## src/ocp_map.svh

```systemverilog
`ifndef OCP_MAP_SVH
`define OCP_MAP_SVH

// ----------------------------------------
// Register byte offsets
// ----------------------------------------
`define OCP_ADDR_CTRL 8'h00
`define OCP_ADDR_PRI 8'h04
`define OCP_ADDR_SEC 8'h08
`define OCP_ADDR_PER0 8'h0c
`define OCP_ADDR_PER1 8'h10
`define OCP_ADDR_TRUN 8'h14
`define OCP_ADDR_CNT0 8'h18
`define OCP_ADDR_CNT1 8'h1c
`define OCP_ADDR_IRQ 8'h20

// ----------------------------------------
// Field positions
// ----------------------------------------
`define OCP_CTRL_MODE_HI 2
`define OCP_CTRL_MODE_LO 0
`define OCP_CTRL_TSEL_BIT 3
`define OCP_CTRL_FLT_BIT 4
`define OCP_TRUN_RUN0_BIT 0
`define OCP_TRUN_RUN1_BIT 1
`define OCP_IRQ_FLAG_BIT 0
`define OCP_IRQ_EN_BIT 1
`define OCP_STRB_LO 0
`define OCP_STRB_HI 1

// ----------------------------------------
// Mode codes
// ----------------------------------------
`define OCP_MODE_OFF 3'h0
`define OCP_MODE_SET_HI 3'h1
`define OCP_MODE_SET_LO 3'h2
`define OCP_MODE_TOGGLE 3'h3
`define OCP_MODE_SINGLE 3'h4
`define OCP_MODE_CONT 3'h5
`define OCP_MODE_PWM 3'h6
`define OCP_MODE_PWM_FLT 3'h7

// ----------------------------------------
// Reset values and limits
// ----------------------------------------
`define OCP_RST_WORD 16'h0000
`define OCP_RST_MODE 3'h0
`define OCP_LAST_FAULT_A_CHANNEL 4

`endif

```

## src/ocp_pkg.sv

```systemverilog
package ocp_pkg;
  typedef logic [7:0] ocp_addr_t;
  typedef logic [31:0] ocp_data_t;
  typedef logic [2:0] ocp_mode_t;
  typedef enum logic [1:0] {SP_ARMED, SP_HIGH, SP_DONE} ocp_pulse_state_t;
endpackage

```

## src/ocp_sync.sv

```systemverilog
`timescale 1ns/1ns
module ocp_sync #(
  parameter int W = 2,
  parameter logic RST_LEVEL = 1'b1
)(
  input wire logic clk_sys,
  input wire logic rst_n,
  input wire logic [W-1:0] async_in,
  output logic [W-1:0] sync_out
);
  logic [W-1:0] meta_reg;

  // ----------------------------------------
  // Two-stage synchroniser
  // ----------------------------------------
  always_ff @(posedge clk_sys)
  begin
    if (!rst_n)
    begin
      meta_reg <= {W{RST_LEVEL}};
      sync_out <= {W{RST_LEVEL}};
    end
    else
    begin
      meta_reg <= async_in;
      sync_out <= meta_reg;
    end
  end
endmodule

```

## src/ocp_timebase.sv

```systemverilog
`timescale 1ns/1ns
`include "ocp_map.svh"
module ocp_timebase #(
  parameter int CW = 16
)(
  input wire logic clk_sys,
  input wire logic rst_n,
  input wire logic run,
  input wire logic [CW-1:0] period,
  input wire logic cnt_wr,
  input wire logic [CW-1:0] cnt_wdata,
  output logic [CW-1:0] count,
  output logic period_match
);
  // ----------------------------------------
  // Free counter with period wrap
  // ----------------------------------------
  assign period_match = run && (count == period);

  always_ff @(posedge clk_sys)
  begin
    if (!rst_n)
      count <= CW'(`OCP_RST_WORD);
    else if (cnt_wr)
      count <= cnt_wdata;
    else if (period_match)
      count <= CW'(`OCP_RST_WORD); // RULE7
    else if (run)
      count <= count + CW'(1);
  end
endmodule

```

## src/ocp_top.sv

```systemverilog
// Register access over APB and the placing of the registers were left to the implementer.
`timescale 1ns/1ns
`include "ocp_map.svh"
// Operation
// RULE1: Single-pulse code write drives pin low, arms
// RULE2: Pulse modes rise on first primary match
// RULE3: Single pulse falls at secondary match, stays
// RULE4: Ending secondary match sets interrupt flag
// RULE5: Rewriting single-pulse code re-arms the channel
// RULE6: Continuous mode: low start, rise/fall repeatedly
// RULE7: Timer count wraps to zero at period
// RULE8: Continuous mode flags every secondary match
// RULE9: Channel compares against one of two timers
// RULE10: Primary compare read-only during PWM
// RULE11: Secondary copied to duty at period match
// RULE12: Held primary value is first PWM duty
// RULE13: Timer period sets PWM period
// RULE14: Channels one-four fault A, five fault B
// RULE15: Software keeps period at least secondary value
// RULE16: Software loads primary before first enable
// RULE17: Software enables interrupt when using fault
// RULE18: Software pulse setup order is fixed
// RULE19: Software PWM setup order is fixed
// RULE20: Select one picks second timer, zero first
// RULE21: Code 111 PWM with fault, 110 without
// RULE22: Codes 011/010/001/000 single compare behaviours
// RULE23: Fault status read-only, hardware cleared
// RULE24: PWM high from period start until duty
// RULE25: Fault forces pin low, sets status, flag
module ocp_top #(
  parameter int CW = 16,
  parameter int CHANNEL_NUM = 1
)(
  input wire logic clk_sys,
  input wire logic rst_n,
  input wire ocp_pkg::ocp_addr_t paddr,
  input wire logic psel,
  input wire logic penable,
  input wire logic pwrite,
  input wire ocp_pkg::ocp_data_t pwdata,
  input wire logic [3:0] pstrb,
  output ocp_pkg::ocp_data_t prdata,
  output logic pready,
  output logic pslverr,
  input wire logic fault_input_a_n,
  input wire logic fault_input_b_n,
  output logic compare_output_pin,
  output logic compare_irq
);
  import ocp_pkg::*;

  // ----------------------------------------
  // Declarations
  // ----------------------------------------
  ocp_mode_t mode_reg;
  logic tsel_reg;
  logic flt_status_reg;
  logic [CW-1:0] pri_reg;
  logic [CW-1:0] sec_reg;
  logic [CW-1:0] per0_reg;
  logic [CW-1:0] per1_reg;
  logic [1:0] run_reg;
  logic irq_flag_reg;
  logic irq_en_reg;
  logic pin_reg;
  ocp_pulse_state_t sp_state_reg;
  ocp_data_t rdata_reg;
  ocp_data_t rdata_next;
  logic [CW-1:0] cnt0;
  logic [CW-1:0] cnt1;
  logic pm0;
  logic pm1;
  logic [1:0] fault_sync_n;
  logic setup_phase;
  logic acc_wr;
  logic mapped;
  logic ctrl_wr;
  ocp_mode_t new_mode;
  logic [CW-1:0] sel_cnt;
  logic [CW-1:0] sel_per;
  logic sel_run;
  logic sel_pm;
  logic match_p;
  logic match_s;
  logic pwm_mode;
  logic pwm_level;
  logic fault_active;
  logic flag_set;
  logic flag_clr;

  // ----------------------------------------
  // Bus decode
  // ----------------------------------------
  assign setup_phase = psel && !penable;
  assign acc_wr = psel && penable && pwrite;
  assign pready = 1'b1;
  assign prdata = rdata_reg;

  always_comb
  begin
    unique case (paddr)
      `OCP_ADDR_CTRL, `OCP_ADDR_PRI, `OCP_ADDR_SEC, `OCP_ADDR_PER0, `OCP_ADDR_PER1,
      `OCP_ADDR_TRUN, `OCP_ADDR_CNT0, `OCP_ADDR_CNT1, `OCP_ADDR_IRQ: mapped = 1'b1;
      default: mapped = 1'b0;
    endcase
  end

  // Unmapped accesses are refused, writes to them have no effect
  assign pslverr = psel && penable && !mapped;

  assign ctrl_wr = acc_wr && (paddr == `OCP_ADDR_CTRL) && pstrb[`OCP_STRB_LO];
  assign new_mode = pwdata[`OCP_CTRL_MODE_HI:`OCP_CTRL_MODE_LO];

  // Byte-lane merge for the 16-bit registers
  function automatic logic [CW-1:0] merge16(
    input logic [CW-1:0] old_v,
    input ocp_data_t wd,
    input logic [3:0] strb
  );
    logic [CW-1:0] res;
    res = old_v;
    if (strb[`OCP_STRB_LO])
      res[7:0] = wd[7:0];
    if (strb[`OCP_STRB_HI])
      res[CW-1:8] = wd[CW-1:8];
    return res;
  endfunction

  // ----------------------------------------
  // Shared time bases
  // ----------------------------------------
  ocp_timebase #(
    .CW(CW)
  ) u_tb0 (
    .clk_sys(clk_sys),
    .rst_n(rst_n),
    .run(run_reg[`OCP_TRUN_RUN0_BIT]),
    .period(per0_reg),
    .cnt_wr(acc_wr && (paddr == `OCP_ADDR_CNT0)),
    .cnt_wdata(merge16(cnt0, pwdata, pstrb)),
    .count(cnt0),
    .period_match(pm0)
  );

  ocp_timebase #(
    .CW(CW)
  ) u_tb1 (
    .clk_sys(clk_sys),
    .rst_n(rst_n),
    .run(run_reg[`OCP_TRUN_RUN1_BIT]),
    .period(per1_reg),
    .cnt_wr(acc_wr && (paddr == `OCP_ADDR_CNT1)),
    .cnt_wdata(merge16(cnt1, pwdata, pstrb)),
    .count(cnt1),
    .period_match(pm1)
  );

  // Timer selection
  assign sel_cnt = tsel_reg ? cnt1 : cnt0; // RULE9 RULE20
  assign sel_per = tsel_reg ? per1_reg : per0_reg; // RULE20
  assign sel_run = tsel_reg ? run_reg[`OCP_TRUN_RUN1_BIT] : run_reg[`OCP_TRUN_RUN0_BIT];
  assign sel_pm = tsel_reg ? pm1 : pm0; // RULE13

  // A stopped timer holds its count; matching only while running avoids repeats
  assign match_p = sel_run && (sel_cnt == pri_reg);
  assign match_s = sel_run && (sel_cnt == sec_reg);

  assign pwm_mode = (mode_reg == `OCP_MODE_PWM) || (mode_reg == `OCP_MODE_PWM_FLT); // RULE21
  // Duty above period keeps the pin high, zero keeps it low
  assign pwm_level = (sel_cnt < pri_reg); // RULE24

  // ----------------------------------------
  // Fault input
  // ----------------------------------------
  ocp_sync #(
    .W(2),
    .RST_LEVEL(1'b1)
  ) u_fault_sync (
    .clk_sys(clk_sys),
    .rst_n(rst_n),
    .async_in({fault_input_b_n, fault_input_a_n}),
    .sync_out(fault_sync_n)
  );

  assign fault_active = (CHANNEL_NUM <= `OCP_LAST_FAULT_A_CHANNEL) ?
    !fault_sync_n[0] : !fault_sync_n[1]; // RULE14

  // ----------------------------------------
  // Control register
  // ----------------------------------------
  always_ff @(posedge clk_sys)
  begin
    if (!rst_n)
    begin
      mode_reg <= `OCP_RST_MODE;
      tsel_reg <= 1'b0;
    end
    else if (ctrl_wr)
    begin
      mode_reg <= new_mode;
      tsel_reg <= pwdata[`OCP_CTRL_TSEL_BIT];
    end
  end

  // ----------------------------------------
  // Compare and period registers
  // ----------------------------------------
  always_ff @(posedge clk_sys)
  begin
    if (!rst_n)
      pri_reg <= CW'(`OCP_RST_WORD);
    else if (pwm_mode && sel_pm)
      pri_reg <= sec_reg; // RULE11 RULE12
    else if (acc_wr && (paddr == `OCP_ADDR_PRI) && !pwm_mode)
      pri_reg <= merge16(pri_reg, pwdata, pstrb); // RULE10
  end

  always_ff @(posedge clk_sys)
  begin
    if (!rst_n)
      sec_reg <= CW'(`OCP_RST_WORD);
    else if (acc_wr && (paddr == `OCP_ADDR_SEC))
      sec_reg <= merge16(sec_reg, pwdata, pstrb);
  end

  always_ff @(posedge clk_sys)
  begin
    if (!rst_n)
    begin
      per0_reg <= CW'(`OCP_RST_WORD);
      per1_reg <= CW'(`OCP_RST_WORD);
    end
    else if (acc_wr && (paddr == `OCP_ADDR_PER0))
      per0_reg <= merge16(per0_reg, pwdata, pstrb);
    else if (acc_wr && (paddr == `OCP_ADDR_PER1))
      per1_reg <= merge16(per1_reg, pwdata, pstrb);
  end

  always_ff @(posedge clk_sys)
  begin
    if (!rst_n)
      run_reg <= 2'h0;
    else if (acc_wr && (paddr == `OCP_ADDR_TRUN) && pstrb[`OCP_STRB_LO])
      run_reg <= pwdata[`OCP_TRUN_RUN1_BIT:`OCP_TRUN_RUN0_BIT];
  end

  // ----------------------------------------
  // Single pulse sequencing
  // ----------------------------------------
  always_ff @(posedge clk_sys)
  begin
    if (!rst_n)
      sp_state_reg <= SP_DONE;
    else if (ctrl_wr && (new_mode == `OCP_MODE_SINGLE))
      sp_state_reg <= SP_ARMED; // RULE5
    else if (mode_reg == `OCP_MODE_SINGLE)
    begin
      unique case (sp_state_reg)
        SP_ARMED:
          if (match_p)
            sp_state_reg <= SP_HIGH; // RULE2
        SP_HIGH:
          if (match_s)
            sp_state_reg <= SP_DONE; // RULE3
        SP_DONE:
          sp_state_reg <= SP_DONE;
        default:
          sp_state_reg <= SP_DONE;
      endcase
    end
  end

  // ----------------------------------------
  // Output pin
  // ----------------------------------------
  always_ff @(posedge clk_sys)
  begin
    if (!rst_n)
      pin_reg <= 1'b0;
    else if (ctrl_wr)
      pin_reg <= (new_mode == `OCP_MODE_SET_LO); // RULE1 RULE6 RULE22
    else
    begin
      unique case (mode_reg)
        `OCP_MODE_OFF:
          pin_reg <= 1'b0; // RULE22
        `OCP_MODE_SET_HI:
          if (match_p)
            pin_reg <= 1'b1; // RULE22
        `OCP_MODE_SET_LO:
          if (match_p)
            pin_reg <= 1'b0; // RULE22
        `OCP_MODE_TOGGLE:
          if (match_p)
            pin_reg <= !pin_reg; // RULE22
        `OCP_MODE_SINGLE:
          if ((sp_state_reg == SP_ARMED) && match_p)
            pin_reg <= 1'b1; // RULE2
          else if ((sp_state_reg == SP_HIGH) && match_s)
            pin_reg <= 1'b0; // RULE3
        `OCP_MODE_CONT:
          if (match_s)
            pin_reg <= 1'b0; // RULE6
          else if (match_p)
            pin_reg <= 1'b1; // RULE2 RULE6
        `OCP_MODE_PWM:
          pin_reg <= pwm_level; // RULE24
        `OCP_MODE_PWM_FLT:
          pin_reg <= pwm_level && !fault_active && !flt_status_reg; // RULE25
      endcase
    end
  end

  assign compare_output_pin = pin_reg;

  // ----------------------------------------
  // Fault status
  // ----------------------------------------
  // Held until the fault has gone and either a period ends, so the pin restarts cleanly, or a mode other than 111 is written
  always_ff @(posedge clk_sys)
  begin
    if (!rst_n)
      flt_status_reg <= 1'b0;
    else if ((mode_reg == `OCP_MODE_PWM_FLT) && fault_active)
      flt_status_reg <= 1'b1; // RULE25 RULE23
    else if (!fault_active && sel_pm)
      flt_status_reg <= 1'b0; // RULE23
    else if (ctrl_wr && (new_mode != `OCP_MODE_PWM_FLT))
      flt_status_reg <= 1'b0; // RULE23
  end

  // ----------------------------------------
  // Interrupt flag
  // ----------------------------------------
  assign flag_set = ((mode_reg == `OCP_MODE_SINGLE) && (sp_state_reg == SP_HIGH) &&
                     match_s && !ctrl_wr) || // RULE4
                    ((mode_reg == `OCP_MODE_CONT) && match_s) || // RULE8
                    ((mode_reg == `OCP_MODE_PWM_FLT) && fault_active &&
                     !flt_status_reg); // RULE25
  assign flag_clr = acc_wr && (paddr == `OCP_ADDR_IRQ) && pstrb[`OCP_STRB_LO] &&
                    pwdata[`OCP_IRQ_FLAG_BIT];

  // Set wins over a write-one clear in the same cycle
  always_ff @(posedge clk_sys)
  begin
    if (!rst_n)
      irq_flag_reg <= 1'b0;
    else if (flag_set)
      irq_flag_reg <= 1'b1; // RULE4 RULE8
    else if (flag_clr)
      irq_flag_reg <= 1'b0;
  end

  always_ff @(posedge clk_sys)
  begin
    if (!rst_n)
      irq_en_reg <= 1'b0;
    else if (acc_wr && (paddr == `OCP_ADDR_IRQ) && pstrb[`OCP_STRB_LO])
      irq_en_reg <= pwdata[`OCP_IRQ_EN_BIT];
  end

  assign compare_irq = irq_flag_reg && irq_en_reg; // RULE4

  // ----------------------------------------
  // Read data
  // ----------------------------------------
  always_comb
  begin
    rdata_next = 32'h00000000;
    unique case (paddr)
      `OCP_ADDR_CTRL: rdata_next = 32'({flt_status_reg, tsel_reg, mode_reg});
      `OCP_ADDR_PRI: rdata_next = 32'(pri_reg);
      `OCP_ADDR_SEC: rdata_next = 32'(sec_reg);
      `OCP_ADDR_PER0: rdata_next = 32'(per0_reg);
      `OCP_ADDR_PER1: rdata_next = 32'(per1_reg);
      `OCP_ADDR_TRUN: rdata_next = 32'(run_reg);
      `OCP_ADDR_CNT0: rdata_next = 32'(cnt0);
      `OCP_ADDR_CNT1: rdata_next = 32'(cnt1);
      `OCP_ADDR_IRQ: rdata_next = 32'({irq_en_reg, irq_flag_reg});
      default: rdata_next = 32'h00000000;
    endcase
  end

  // Captured in the setup cycle so the access phase needs no wait states
  always_ff @(posedge clk_sys)
  begin
    if (!rst_n)
      rdata_reg <= 32'h00000000;
    else if (setup_phase && !pwrite)
      rdata_reg <= rdata_next;
  end
endmodule

```

## config.mk

```make
export PLATFORM = sky130hd
export DESIGN_NAME = ocp_top
export DESIGN_NICKNAME = d
export VERILOG_FILES = /design/src/ocp_pkg.sv /design/src/ocp_sync.sv /design/src/ocp_timebase.sv /design/src/ocp_top.sv
export VERILOG_INCLUDE_DIRS = /design/src
export SDC_FILE = /design/constraint.sdc
export NUM_CORES = 1
export LEC_CHECK = 0
export ABC_AREA = 1
export BUFFER_PORTS_ARGS = -buffer_cell sky130_fd_sc_hd__buf_2
export CAP_MARGIN = 20
export CORE_MARGIN = 3
export CORE_UTILIZATION = 62
export CTS_BUF_LIST = sky130_fd_sc_hd__clkbuf_8
export CTS_CLUSTER_DIAMETER = 100
export DETAILED_ROUTE_END_ITERATION = 6
export PLACE_DENSITY_LB_ADDON = 0.1
export REMOVE_ABC_BUFFERS = 1
export SLEW_MARGIN = 10
export SYNTH_ARGS = -nofsm -noshare
export SYNTH_HDL_FRONTEND = slang
export SYNTH_SLANG_ARGS = --single-unit
```

## constraint.sdc

```tcl
create_clock -name clk_sys -period 2.7 [get_ports clk_sys]
set_clock_uncertainty 0.05 [all_clocks]
set_input_delay 0.27 -clock clk_sys [delete_from_list [all_inputs] [get_ports clk_sys]]
set_output_delay 0.27 -clock clk_sys [all_outputs]
set_load 0.01 [all_outputs]
```

==> impl_metrics.toml <==
[outcome]
outcome = "completed"

[global_route]
gr-total-overflow = 0
grt_max_degree = 79
grt_usage_pct = 37.3
grt_pass1_wl_um = 42100
grt_pass1_vias = 7852
antenna_found_initial = 0

[clock_network]
htree_num_levels = 4
clockBufferDepth = 2
cts_sinks = 126
numCtsBuffers = 17
clock_latency_ns = 0.46
clk_pin_slew_ns = 0.07
cts-root-buf = "clkbuf_8"
cts_tree = "yes"

[min_path]
hp-class = "in -> reg"

[routing]
via_count = 8825
postRouteAntennaNets = 0
post_drt_wl_per_cell_um = 18.0
via_per_inst = 5.85
first_iter_violations = 1025
route.detailed.drc = 0
drt-total-wl_um = 27100
first_pass_iters = 6

[logic_synthesis]
syn_inst = 1278
synthesis.area_um2 = 8200
synth_top_area_cell = "dfxtp_1"
post_synth.cell_area_avg_um2 = 6.41
ys_seq_area_share_pct = 30.8
synthTopCellsByArea = "dfxtp_1 31%, nand2_1 14%, a21oi_1 7.0%"
synth_cell_types = 48
ys.flop_type = "dfxtp_1"
synth_seq_cells = 126
synth_edf_count = 0
yosysWarnings = 0
async_flop_share_pct = 0
synth.top_cell.area_share_pct = 30.8

[sta]
slew_viol_final = 0
min_period_ns = 2.47
grt_setup_unrepaired = "false"
tightest_slew_ns = 0.974
setup-violations-final = 0
min_period_over_period_pct = 91.3
fin_hold_ws_ns = 0.0553
fin_setup_tns_ns = 0
timing.fmax_mhz = 405
hold_violations = 0
maxSlewHeadroom_pct = 35.0

[setup_path]
cp.required_ns = 3.05
critical_path_class = "reg -> reg"
cp_max_fo = 17
start_kind = "flop"
cp_common_cell = "nand2_1"
path_cells = "buf_4 > nand2_1 > nand2_1 > ha_1 > nand2_1 > inv_1 > nand3_1 > nor2_2 > nand2_1 > nor2_1 > nand2_1 > o21ai_0 > nor2_1 > nand2_1 > nand2_1 > nand2_1 > nor2_1 > nor2_1"
slowest_stage = "dfxtp_1"
critPathMaxStageDelay_ns = 0.33
end_kind = "flop"
crit_arrival_ns = 2.81

[pwr]
combPwrFrac_pct = 4.6
switchingPower_uw = 879
p_leak_nw = 4.06
power_mw = 3.46
p_int_mw = 2.58
seq_power_share_pct = 53.9
peakVddDrop_uv = 558
clock_power_share_pct = 41.5
powerDensity_nw_per_um2 = 387
swShare_pct = 25.4

[placement]
hpwlAfterDp_um = 19900
gp_congestion = 1.04
place_inst = 1477
io_buffers = 50
post_dp_cell_area_um2 = 8600

[final_layout]
fin_cells = 1508
nNetsFinal = 1394
syn2layout_area_growth_pct = 8.99
final_cell_mix = "304 x nand2_1, 151 x inv_1, 126 x dfxtp_1"
drive_gt1_share_pct = 12.0
diodes = 0
stdcell_area_um2 = 8930
final_common_cell = "nand2_1"

[die]
io_pins = 87
initial_utilization_pct = 64.2
row_count = 41
core_area_um2 = 12800
die_area_um2 = 14600
die_w_um = 121
die_h_um = 121

[run]
drv_cap = 0
==> cells by family after synthesis <==
| family | Yosys count | synth area share, % |
|---|---|---|
| and+or+nand+nor | 548 | 29.1 |
| buffers and inverters | 229 | 12.1 |
| DFF | 126 | 30.8 |
| xor gates and xnor gates | 36 | 3.85 |
| muxes | 2 | 0.275 |
| other | 2 | 0.0916 |
| adders and majority gates | 18 | 2.75 |
| AOI/OAI and AO/OA | 317 | 21.1 |
==> worst max-delay path: cells and delay by family, from the launching register on <==
kind | cells | cell delay, ns
buffers and inverters | 2 | 0.26
AND/OR/NAND/NOR | 14 | 1.36
adder cells (fa/ha/maj) | 1 | 0.30
flip-flops | 1 | 0.33
AO/OA/AOI/OAI | 1 | 0.10
==> metrics by stage <==
stage / util [%] / setup WS (ns)
2_1_floorplan: - / 0.345
3_3_place_gp: 67.3 / 0.303
4_1_cts: 69.9 / 0.242
5_1_grt: 69.9 / 0.0280
6_report: 69.9 / 0.234
3_5_place_dp: 67.3 / 0.268
==> final timing paths <==
path,start,endpoint,slack (ns),cells after the start
worst max register to register,tsel_reg$_SDFFE_PN0P_,compare_output_pin$_SDFFE_PN0P_,0.23,18
worst max-delay path,tsel_reg$_SDFFE_PN0P_,compare_output_pin$_SDFFE_PN0P_,0.23,18
worst min-delay path,pwdata[6],u_tb0.count[6]$_SDFFE_PN0P_,0.06,3
worst min register to register,u_fault_sync.meta_reg[0]$_SDFF_PN1_,u_fault_sync.sync_out[0]$_SDFF_PN1_,0.36,1
==> area by class of cell <==
class | count | area, um2
Inverter | 163 | 612
Clock inverter | 10 | 51.3
Multi-Input combinational cell | 938 | 4750
Clock buffer | 20 | 275
Sequential cell | 126 | 2520
Timing Repair Buffer | 79 | 508
Tap cell | 172 | 215
Fill cell | 1188 | 3840
==> power groups by stage <==
stage / combinational [mW] / sequential (mW) / clock, mW
final: 0.159 / 1.86 / 1.43
after global routing: 0.172 / 1.86 / 1.54
after CTS: 0.154 / 1.86 / 1.44
after detailed placement: 0.153 / 1.91 / 0
after global placement: 0.151 / 1.91 / 0
after floorplan: 0.0651 / 1.91 / 0
==> Yosys cell counts (all sizes together) (4+ instances only) <==
cell / instances
a21oi: 117
a31oi: 13
buf: 49
clkbuf: 17
dfxtp: 126
ha: 18
inv: 161
nand2: 311
nand3: 54
nand4: 21
nor2: 120
nor3: 29
o2111ai: 7
o21ai: 141
o22ai: 21
o31ai: 8
or2: 7
xnor2: 4
xor2: 32
==> metal layers <==
metal,up-vias,wire length (um),GRT usage (%)
met5,-,0,0
met4,0,934,15.6
met3,83,3450,10.2
met2,541,11500,54.7
met1,3937,11200,51.7
li1,4264,-,-
==> repair_timing <==
item,4_1_cts,5_1_grt
setup buffers,0,0
setup endpoints to repair,0,1
endpoints found under the hold margin,1,0
hold buffers,1,0
resized for setup,0,1
(Power assumes the default switching activity.)
